**src/phy_ctrl_pkg.sv**
```systemverilog
// Package: control register layout, reset values and timing counts
package phy_ctrl_pkg;

  // Register offset on the management link
  localparam logic [4:0] PHY_BASIC_CONTROL_OFS = 5'h00;

  // Field positions
  localparam int BIT_RESET = 15;
  localparam int BIT_LOOPBACK = 14;
  localparam int BIT_SPEED = 13;
  localparam int BIT_ANEG_EN = 12;
  localparam int BIT_POWER_DOWN = 11;
  localparam int BIT_ISOLATE = 10;
  localparam int BIT_RESTART = 9;
  localparam int BIT_DUPLEX = 8;
  localparam int BIT_COL_TEST = 7;

  // Reset values of the stored fields
  localparam logic RST_LOOPBACK = 1'h0;
  localparam logic RST_SPEED = 1'h1;
  localparam logic RST_ANEG_EN = 1'h1;
  localparam logic RST_POWER_DOWN = 1'h0;
  localparam logic RST_ISOLATE = 1'h0;
  localparam logic RST_DUPLEX = 1'h0;
  localparam logic RST_COL_TEST = 1'h1;

  // Timing
  localparam int CLK_PERIOD_NS = 10;
  localparam int SOFT_RESET_NS = 200;
  localparam int DEAD_TIME_NS = 560;
  localparam int SOFT_RESET_CYCLES_I = (SOFT_RESET_NS + CLK_PERIOD_NS - 1) / CLK_PERIOD_NS;
  localparam int DEAD_CYCLES_I = DEAD_TIME_NS / CLK_PERIOD_NS;
  localparam logic [7:0] SOFT_RESET_CYCLES = 8'(SOFT_RESET_CYCLES_I);
  localparam logic [7:0] DEAD_CYCLES = 8'(DEAD_CYCLES_I);

  // Stored control fields
  typedef struct packed {
    logic loopback;
    logic speed;
    logic aneg_en;
    logic power_down;
    logic isolate;
    logic duplex;
    logic col_test;
  } ctrl_type;

  localparam ctrl_type CTRL_DEFAULT = '{
    loopback: RST_LOOPBACK,
    speed: RST_SPEED,
    aneg_en: RST_ANEG_EN,
    power_down: RST_POWER_DOWN,
    isolate: RST_ISOLATE,
    duplex: RST_DUPLEX,
    col_test: RST_COL_TEST
  };

  // One nibble of media-independent data
  typedef struct packed {
    logic en;
    logic [3:0] data;
  } nibble_type;

endpackage

```
**src/phy_cycle_timer.sv**
```systemverilog
// Down counter that stays busy for a loaded number of cycles
`timescale 1ns/1ps
module phy_cycle_timer (
  // Clock and reset
  input wire logic clock,
  input wire logic rst_q,
  // Control
  input wire logic start,
  input wire logic [7:0] cycles,
  // Status
  output logic busy
);

  logic [7:0] count_q;

  // Load on start, count down to zero
  always_ff @(posedge clock or negedge rst_q) begin
    if (!rst_q) begin
      count_q <= 8'h00;
    end else if (start) begin
      count_q <= cycles;
    end else if (count_q != 8'h00) begin
      count_q <= count_q - 8'h01;
    end
  end

  assign busy = (count_q != 8'h00);

endmodule // phy_cycle_timer

```
**src/phy_control_register.sv**
```systemverilog
// Basic control register of the physical-layer device and the paths it steers
`timescale 1ns/1ps
module phy_control_register (
  // Clock and reset
  input wire logic clock,
  input wire logic rstn,
  // Management access, one pulse per complete frame
  input wire logic mgmt_wr_valid,
  input wire logic [15:0] mgmt_wr_data,
  output logic [15:0] mgmt_rd_data,
  // Negotiation and power
  input wire logic aneg_speed_100,
  input wire logic aneg_full_duplex,
  input wire logic link_power_down,
  input wire logic medium_side_loopback_bit,
  output logic aneg_enable,
  output logic aneg_restart,
  output logic speed_100,
  output logic full_duplex,
  output logic low_power,
  output logic soft_reset,
  output logic medium_loopback_en,
  // Host-side transmit and receive
  input wire phy_ctrl_pkg::nibble_type host_tx,
  output phy_ctrl_pkg::nibble_type host_rx,
  // Line-side transmit and receive
  input wire phy_ctrl_pkg::nibble_type line_rx,
  output phy_ctrl_pkg::nibble_type line_tx
);
  import phy_ctrl_pkg::*;

  logic rst_meta_q;
  logic rst_q;
  ctrl_type ctrl_q;
  logic restart_q;
  logic loop_prev_q;
  logic reset_busy;
  logic dead_busy;
  logic wr_ok;
  logic reset_start;
  logic dead_start;
  logic [15:0] rd_view;
  nibble_type rx_q;
  nibble_type tx_q;
  logic [15:0] rd_q;

  ////////////////////////////////////////////////////////////////////////////
  // Reset release through two flip-flops
  always_ff @(posedge clock or negedge rstn) begin
    if (!rstn) begin
      rst_meta_q <= 1'b0;
      rst_q <= 1'b0;
    end else begin
      rst_meta_q <= 1'b1;
      rst_q <= rst_meta_q;
    end
  end

  ////////////////////////////////////////////////////////////////////////////
  // Write acceptance, ignored while a soft reset runs
  assign wr_ok = mgmt_wr_valid && !reset_busy;
  assign reset_start = wr_ok && mgmt_wr_data[BIT_RESET];

  // Soft reset duration
  phy_cycle_timer reset_timer (
    .clock(clock),
    .rst_q(rst_q),
    .start(reset_start),
    .cycles(SOFT_RESET_CYCLES),
    .busy(reset_busy)
  );

  // Control fields, updated whole from one frame; bits 6 to 0 are not stored
  always_ff @(posedge clock or negedge rst_q) begin
    if (!rst_q) begin
      ctrl_q <= CTRL_DEFAULT;
    end else if (reset_start || reset_busy) begin
      ctrl_q <= CTRL_DEFAULT;
    end else if (wr_ok) begin
      ctrl_q.loopback <= mgmt_wr_data[BIT_LOOPBACK];
      ctrl_q.speed <= mgmt_wr_data[BIT_SPEED];
      ctrl_q.aneg_en <= mgmt_wr_data[BIT_ANEG_EN];
      ctrl_q.power_down <= mgmt_wr_data[BIT_POWER_DOWN];
      ctrl_q.isolate <= mgmt_wr_data[BIT_ISOLATE];
      ctrl_q.duplex <= mgmt_wr_data[BIT_DUPLEX];
      ctrl_q.col_test <= mgmt_wr_data[BIT_COL_TEST];
    end
  end

  // Restart request, held one cycle then cleared by hardware
  always_ff @(posedge clock or negedge rst_q) begin
    if (!rst_q) begin
      restart_q <= 1'b0;
    end else begin
      restart_q <= wr_ok && !mgmt_wr_data[BIT_RESET] && mgmt_wr_data[BIT_RESTART];
    end
  end

  ////////////////////////////////////////////////////////////////////////////
  // Read view of the register
  always_comb begin
    rd_view = 16'h0000;
    rd_view[BIT_RESET] = reset_busy;
    rd_view[BIT_LOOPBACK] = ctrl_q.loopback;
    rd_view[BIT_SPEED] = ctrl_q.speed;
    rd_view[BIT_ANEG_EN] = ctrl_q.aneg_en;
    rd_view[BIT_POWER_DOWN] = ctrl_q.power_down;
    rd_view[BIT_ISOLATE] = ctrl_q.isolate;
    rd_view[BIT_RESTART] = restart_q;
    rd_view[BIT_DUPLEX] = ctrl_q.aneg_en ? 1'b1 : ctrl_q.duplex;
    rd_view[BIT_COL_TEST] = ctrl_q.col_test;
  end

  // Registered read data
  always_ff @(posedge clock or negedge rst_q) begin
    if (!rst_q) begin
      rd_q <= 16'h0000;
    end else begin
      rd_q <= rd_view;
    end
  end

  assign mgmt_rd_data = rd_q;

  ////////////////////////////////////////////////////////////////////////////
  // Operating mode
  assign aneg_enable = ctrl_q.aneg_en;
  assign aneg_restart = restart_q;
  assign soft_reset = reset_busy;
  assign speed_100 = ctrl_q.aneg_en ? aneg_speed_100 : ctrl_q.speed;
  // Duplex bit ignored in loopback and under negotiation
  assign full_duplex = ctrl_q.loopback ? 1'b1 :
                       (ctrl_q.aneg_en ? aneg_full_duplex : ctrl_q.duplex);
  assign low_power = ctrl_q.power_down || link_power_down;
  assign medium_loopback_en = medium_side_loopback_bit && !ctrl_q.loopback;

  ////////////////////////////////////////////////////////////////////////////
  // Loopback entry blanking gap
  always_ff @(posedge clock or negedge rst_q) begin
    if (!rst_q) begin
      loop_prev_q <= 1'b0;
    end else begin
      loop_prev_q <= ctrl_q.loopback;
    end
  end

  assign dead_start = ctrl_q.loopback && !loop_prev_q;

  phy_cycle_timer dead_timer (
    .clock(clock),
    .rst_q(rst_q),
    .start(dead_start),
    .cycles(DEAD_CYCLES),
    .busy(dead_busy)
  );

  // Receive path toward the host
  always_ff @(posedge clock or negedge rst_q) begin
    if (!rst_q) begin
      rx_q <= '0;
    end else if (ctrl_q.isolate) begin
      rx_q <= '0;
    end else if (ctrl_q.loopback) begin
      rx_q.data <= host_tx.data;
      rx_q.en <= host_tx.en && !dead_busy && !dead_start;
    end else begin
      rx_q <= line_rx;
    end
  end

  // Transmit path toward the line
  always_ff @(posedge clock or negedge rst_q) begin
    if (!rst_q) begin
      tx_q <= '0;
    end else if (ctrl_q.isolate) begin
      tx_q <= '0;
    end else begin
      tx_q <= host_tx;
    end
  end

  assign host_rx = rx_q;
  assign line_tx = tx_q;
endmodule // phy_control_register

```
**config.mk**
```make
export PLATFORM = sky130hd
export DESIGN_NAME = phy_control_register
export DESIGN_NICKNAME = d
export VERILOG_FILES = /design/src/phy_ctrl_pkg.sv /design/src/phy_cycle_timer.sv /design/src/phy_control_register.sv
export SDC_FILE = /design/constraint.sdc
export NUM_CORES = 1
export LEC_CHECK = 0
export BUFFER_PORTS_ARGS = -buffer_cell sky130_fd_sc_hd__buf_4
export CAP_MARGIN = 30
export CORE_ASPECT_RATIO = 0.8
export CORE_MARGIN = 2
export CORE_UTILIZATION = 53
export CTS_BUF_LIST = sky130_fd_sc_hd__clkbuf_4
export DETAILED_ROUTE_END_ITERATION = 16
export PLACE_DENSITY = 0.82
export SLEW_MARGIN = 30
export SYNTH_ARGS = -nofsm -noshare
export SYNTH_HDL_FRONTEND = slang
export SYNTH_HIERARCHICAL = 1
export SYNTH_SLANG_ARGS = --single-unit
export TNS_END_PERCENT = 1
```
**constraint.sdc**
```tcl
create_clock -name clock -period 2.05 [get_ports clock]
set_input_delay 0.1025 -clock clock [delete_from_list [all_inputs] [get_ports clock]]
set_output_delay 0.1025 -clock clock [all_outputs]
set_load 0.005 [all_outputs]
```
== Word level (Yosys, flattened, before mapping) ==
Cells that the tools add are included.

* Multiplexer cells: 13
* Add/sub/neg operators: 2
* Reduce and logical (&&, ||, !) cells: 21

{| class="wikitable"
|+ Operators with widths
! operator !! count
|-
| $mux 8 || 4
|-
| $reduce_bool 8->1 || 2
|-
| $sub 8x1->8 const B || 2
|-
| $mux 5 || 3
|-
| $mux 7 || 2
|-
| $logic_and 1x1->1 || 8
|-
| $logic_not 1->1 || 6
|-
| $reduce_bool 2->1 || 3
|-
| $mux 1 || 4
|-
| $logic_or 1x1->1 || 2
|}

* Flip-flop bits (word level): 46
* Bits of input ports: 33
* Word-level logic and storage cells: 54
* Output and inout port bits: 33

== Depth between registers and ports, before layout ==
* Depth after elaboration: 6
* Gate-level depth with buffers: 9

== Cells and area by module ==
The synthesis kept the hierarchy.

{| class="wikitable"
|+ Modules (own cells, without submodules)
! module !! times used !! area an instance (sq um) !! cells each
|-
| phy_control_register || 1 || 1143.6 || 88
|-
| phy_cycle_timer || 2 || 490.5 || 55
|}

== Worst setup path before layout ==
OpenSTA, ideal clock, no wires.

* Path type: flip-flop to flip-flop
* Start: register reset_timer.count_q[0]
* End: register reset_timer.count_q[0]
* Arrival time: 2.101 ns
* Cell stages (with the launch flop): 9
* Period minus slack after synthesis: 2.236 ns
* Required time: 1.915 ns
* Setup time: 0.135 ns
* Path slack: -0.186 ns
* Path through: dfrtp_1 inv_1 ha_1 or3b_2 nor2_1 inv_1 and3b_2 clkbuf_1 o31ai_1

* Word-level cells in the longest chain between the ends: 5
* Elaborated cells between the ends (all ways): 8

{| class="wikitable"
|+ RTL lines
! item !! line !! source
|-
| start: declaration || phy_cycle_timer.sv:14 || <nowiki>logic [7:0] count_q;</nowiki>
|-
| start signal: assignment || phy_cycle_timer.sv:21 || <nowiki>count_q <= cycles;</nowiki>
|-
| start signal: assignment || phy_cycle_timer.sv:23 || <nowiki>count_q <= count_q - 8'h01;</nowiki>
|-
| $reduce_bool 8->1 (*) || phy_cycle_timer.sv:27 || <nowiki>assign busy = (count_q != 8'h00);</nowiki>
|-
| net soft_reset || phy_control_register.sv:21 || <nowiki>output logic soft_reset,</nowiki>
|-
| $logic_not 1->1 (*) || phy_control_register.sv:61 || <nowiki>assign wr_ok = mgmt_wr_valid && !reset_busy;</nowiki>
|-
| $logic_and 1x1->1 (*) || phy_control_register.sv:61 ||
|-
| $logic_and 1x1->1 (*) || phy_control_register.sv:62 || <nowiki>assign reset_start = wr_ok && mgmt_wr_data[BIT_RESET];</nowiki>
|-
| net reset_start || phy_control_register.sv:40 || <nowiki>logic reset_start;</nowiki>
|-
| $mux 8 or $reduce_bool 2->1 (tied branches) || -- ||
|}

Mark *: on every way through the listed nets, which the timed path passes. The rest lies on a longest branch. The select of a mux whose other input is x is not followed.
A chain may end at the register's enable or synchronous reset.

== Worst setup path in the final report ==
* Start: register reset_timer.count_q[4]
* End: output soft_reset

* Word-level cells in the longest chain between the ends: 1

{| class="wikitable"
|+ RTL lines
! item !! line
|-
| $reduce_bool 8->1 || phy_cycle_timer.sv:27
|-
| end: declaration || phy_control_register.sv:21
|}

Every way passes these cells.

==> results.py <==
metrics = {
    "floorplanning": {
        "core-area_um2": 3829,
        "initial_core_util_pct": 55.49,
        "dieWidth_um": 74.79,
        "fp.dieH_um": 60.63,
        "rows": 20,
        "num_io_pins": 66,
        "die_area_um2": 4534,
    },
    "power": {
        "report.power.total_w": 0.002817,
        "p_per_area_nw_per_um2": 954.2,
        "max-vdd-ir-drop_v": 0.0006197,
        "leakage_nw": 1.343,
    },
    "placement": {
        "gp_congestion": 0.8458,
        "port-buffer-count": 51,
        "dp.cells": 328,
        "dp_hpwl_um": 3014,
    },
    "timing": {
        "hold_viol": 0,
        "maxSlewViolCount": 0,
        "rsz0062_at_grt": "no",
        "finalCriticalPeriod_ps": 1948,
        "finalSetupTns_ps": 0,
        "fin_skew_ps": 18.77,
        "setup_viol": 0,
        "finalCritPeriodShare_pct": 95.01,
        "max_freq_mhz": 513.4,
    },
    "grt": {
        "grt_pass1_vias": 1637,
        "grt_overflow": 0,
        "grt_max_degree": 44,
        "grt_pass1_wl_um": 7272,
        "track_usage_pct": 21.24,
        "antenna_found_initial": 0,
    },
    "synth": {
        "yosysWarnings": 6,
        "ys_seq_area_share_pct": 53.18,
        "synth_area_um2": 2125,
        "synth.distinct_cells": 42,
        "syn_inst": 198,
        "ys_async_sr_fraction_pct": 100.0,
        "synth_seq_cells": 45,
        "syn_area_per_cell_um2": 10.73,
        "ys.flop_type": "dfrtp_1",
        "synth_edf_count": 0,
    },
    "setup_path": {
        "crit_path_start_kind": "flop",
        "cpMostUsedCell": "buf_4",
        "crit_required_ps": 1950,
        "crit_arrival_ps": 1850,
        "critPathTopFamily": "simple AND/OR/NAND/NOR gates",
        "end_kind": "output port",
        "critPathMaxFanout": 10,
        "critical_path_class": "flop to output port",
        "slowest_delay_ps": 560,
        "cp_num_buf_inv": 3,
        "cp_cell_sequence": "or4_1 -> nor2_4 -> inv_2 -> buf_4 -> buf_4",
        "worst_path_max_delay_cell": "or4_1",
    },
    "route": {
        "drt_iter0_drc": 103,
        "wl_um": 4656,
        "viasPerCell": 4.966,
        "wl_per_cell_um": 13.23,
        "drc": 0,
        "ant_nets": 0,
        "vias": 1748,
        "drt_pass1_iterations": 5,
    },
    "cells_and_area": {
        "final_cell_mix": "buf_4 (65), dfrtp_1 (41), conb_1 (24)",
        "instances_no_fill": 352,
        "drive_gt1_share_pct": 32.32,
        "layout_commonest_cell": "buf_4",
        "diodes": 0,
        "nets": 333,
        "post-route-util_pct": 77.12,
        "syn2layout_area_growth_pct": 38.99,
    },
    "cts": {
        "worstSkewPairLatency_ps": 360,
        "cts_tree": "done",
        "cts.htree.levels": 2,
        "clockBufferDepth": 2,
        "cts.sinks": 45,
        "root_buffer": "clkbuf_4",
        "clk_pin_slew_ps": 140,
        "cts_made_buffers": 5,
    },
    "worst_hold_path": {
        "hold_path_class": "input pin to flop",
    },
    "flow_run": {
        "drv_cap": 0,
    },
    "run_status": {
        "status": "finished, final reports clean",
    },
}
==> report_power, final <==
part           internal (W)  switching [W]  total [W]
Clock              0.000273       0.000288   0.000561
Sequential          0.00107       0.000193    0.00126
Combinational      0.000532       0.000464   0.000996
Total               0.00187       0.000945    0.00282
==> logic make-up after synthesis <==
kind of cell    Yosys count  share of synthesized area [%]
compound gates           37                          12.01
xor+xnor                  4                          1.649
fa+ha+maj                 4                          2.356
buf+inv                  23                          6.066
flops                    45                          53.18
mux                       5                          2.415
other cells               2                         0.3535
simple gates             78                          21.97
==> area by class of cell <==
class / count / area, um2
Inverter: 10 / 37.54
Clock buffer: 6 / 45.04
Clock inverter: 2 / 38.79
Sequential cell: 45 / 1131
Multi-Input combinational cell: 152 / 963.4
Timing Repair Buffer: 82 / 668.1
Fill cell: 270 / 875.8
Tap cell: 55 / 68.82
==> worst paths after layout <==
kind | startpoint | endpoint | slack, ps | cells past startpoint
min in group asynchronous | rstn | rst_q | 60 | 2
max in group asynchronous | rst_q | ctrl_q[5] | 1570 | 1
max | reset_timer/count_q[4] | soft_reset | 100 | 5
min reg2reg | rst_q | dead_timer/count_q[1] | 210 | 1
max reg2reg | reset_timer/count_q[4] | reset_timer/count_q[6] | 170 | 7
min | mgmt_wr_data[14] | ctrl_q[6] | 20 | 3
==> per-layer routing <==
layer | wire, um | vias to the layer above | track usage [%]
met5 | 0 | - | 0
met3 | 286 | 4 | 6.645
li1 | - | 866 | -
met4 | 23 | 0 | 3.827
met1 | 2052 | 821 | 26.96
met2 | 2294 | 57 | 36.66
==> sequential cells by signal (all words and copies together) (netlist names) <==
| register | count |
|---|---|
| host_rx | 5 |
| rst_q | 1 |
| line_tx | 5 |
| reset_timer/count_q | 8 |
| aneg_enable | 1 |
| aneg_restart | 1 |
| rst_meta_q | 1 |
| ctrl_q | 6 |
| dead_timer/count_q | 8 |
| mgmt_rd_data | 9 |
==> metrics by stage <==
step	setup slack (ps)	hold slack, ps	instance area (um2)
2_1_floorplan	11.71	-193.1	2211
6_report	102.2	17.85	2953
3_3_place_gp	83.06	-114.3	2696
3_5_place_dp	41.69	-112.8	2696
4_1_cts	74.76	4.942	2943
5_1_grt	5.868	3.156	2953
==> cell usage after synthesis, types with 3 or more instances <==
library cell	n	share of area, %
a21o_1	3	1.1
a21oi_1	7	1.6
a31oi_1	4	1.2
buf_4	9	3.2
dfrtp_1	42	49
dfstp_2	3	3.7
ha_1	4	2.4
inv_1	10	1.8
mux2i_1	4	1.9
nand2_1	10	1.8
nand2b_1	3	0.88
nand2b_2	3	1.2
nand3_1	4	0.94
nand3b_1	4	1.4
nor2_1	17	3.0
nor2b_1	7	2.1
nor3_1	6	1.4
nor3b_1	6	2.1
o21bai_1	3	1.1
o31ai_1	10	3.5
or4_1	4	1.4
xnor2_1	4	1.6
==> tightest hold or removal path, delay by kind of cell <==
family | cells | cell delay (ps)
buffers and inverters | 1 | 110
AO/OA/AOI/OAI | 1 | 70
AND/OR/NAND/NOR | 1 | 70
==> repair_timing <==
action,4_1_cts,5_1_grt
cloned,0,0
hold buffers,16,0
buffers inserted,0,0
resized for setup,1,5
endpoints found under the hold margin,16,0
setup endpoints to repair,1,2
No activity file was read; power rests on OpenSTA's default activity.
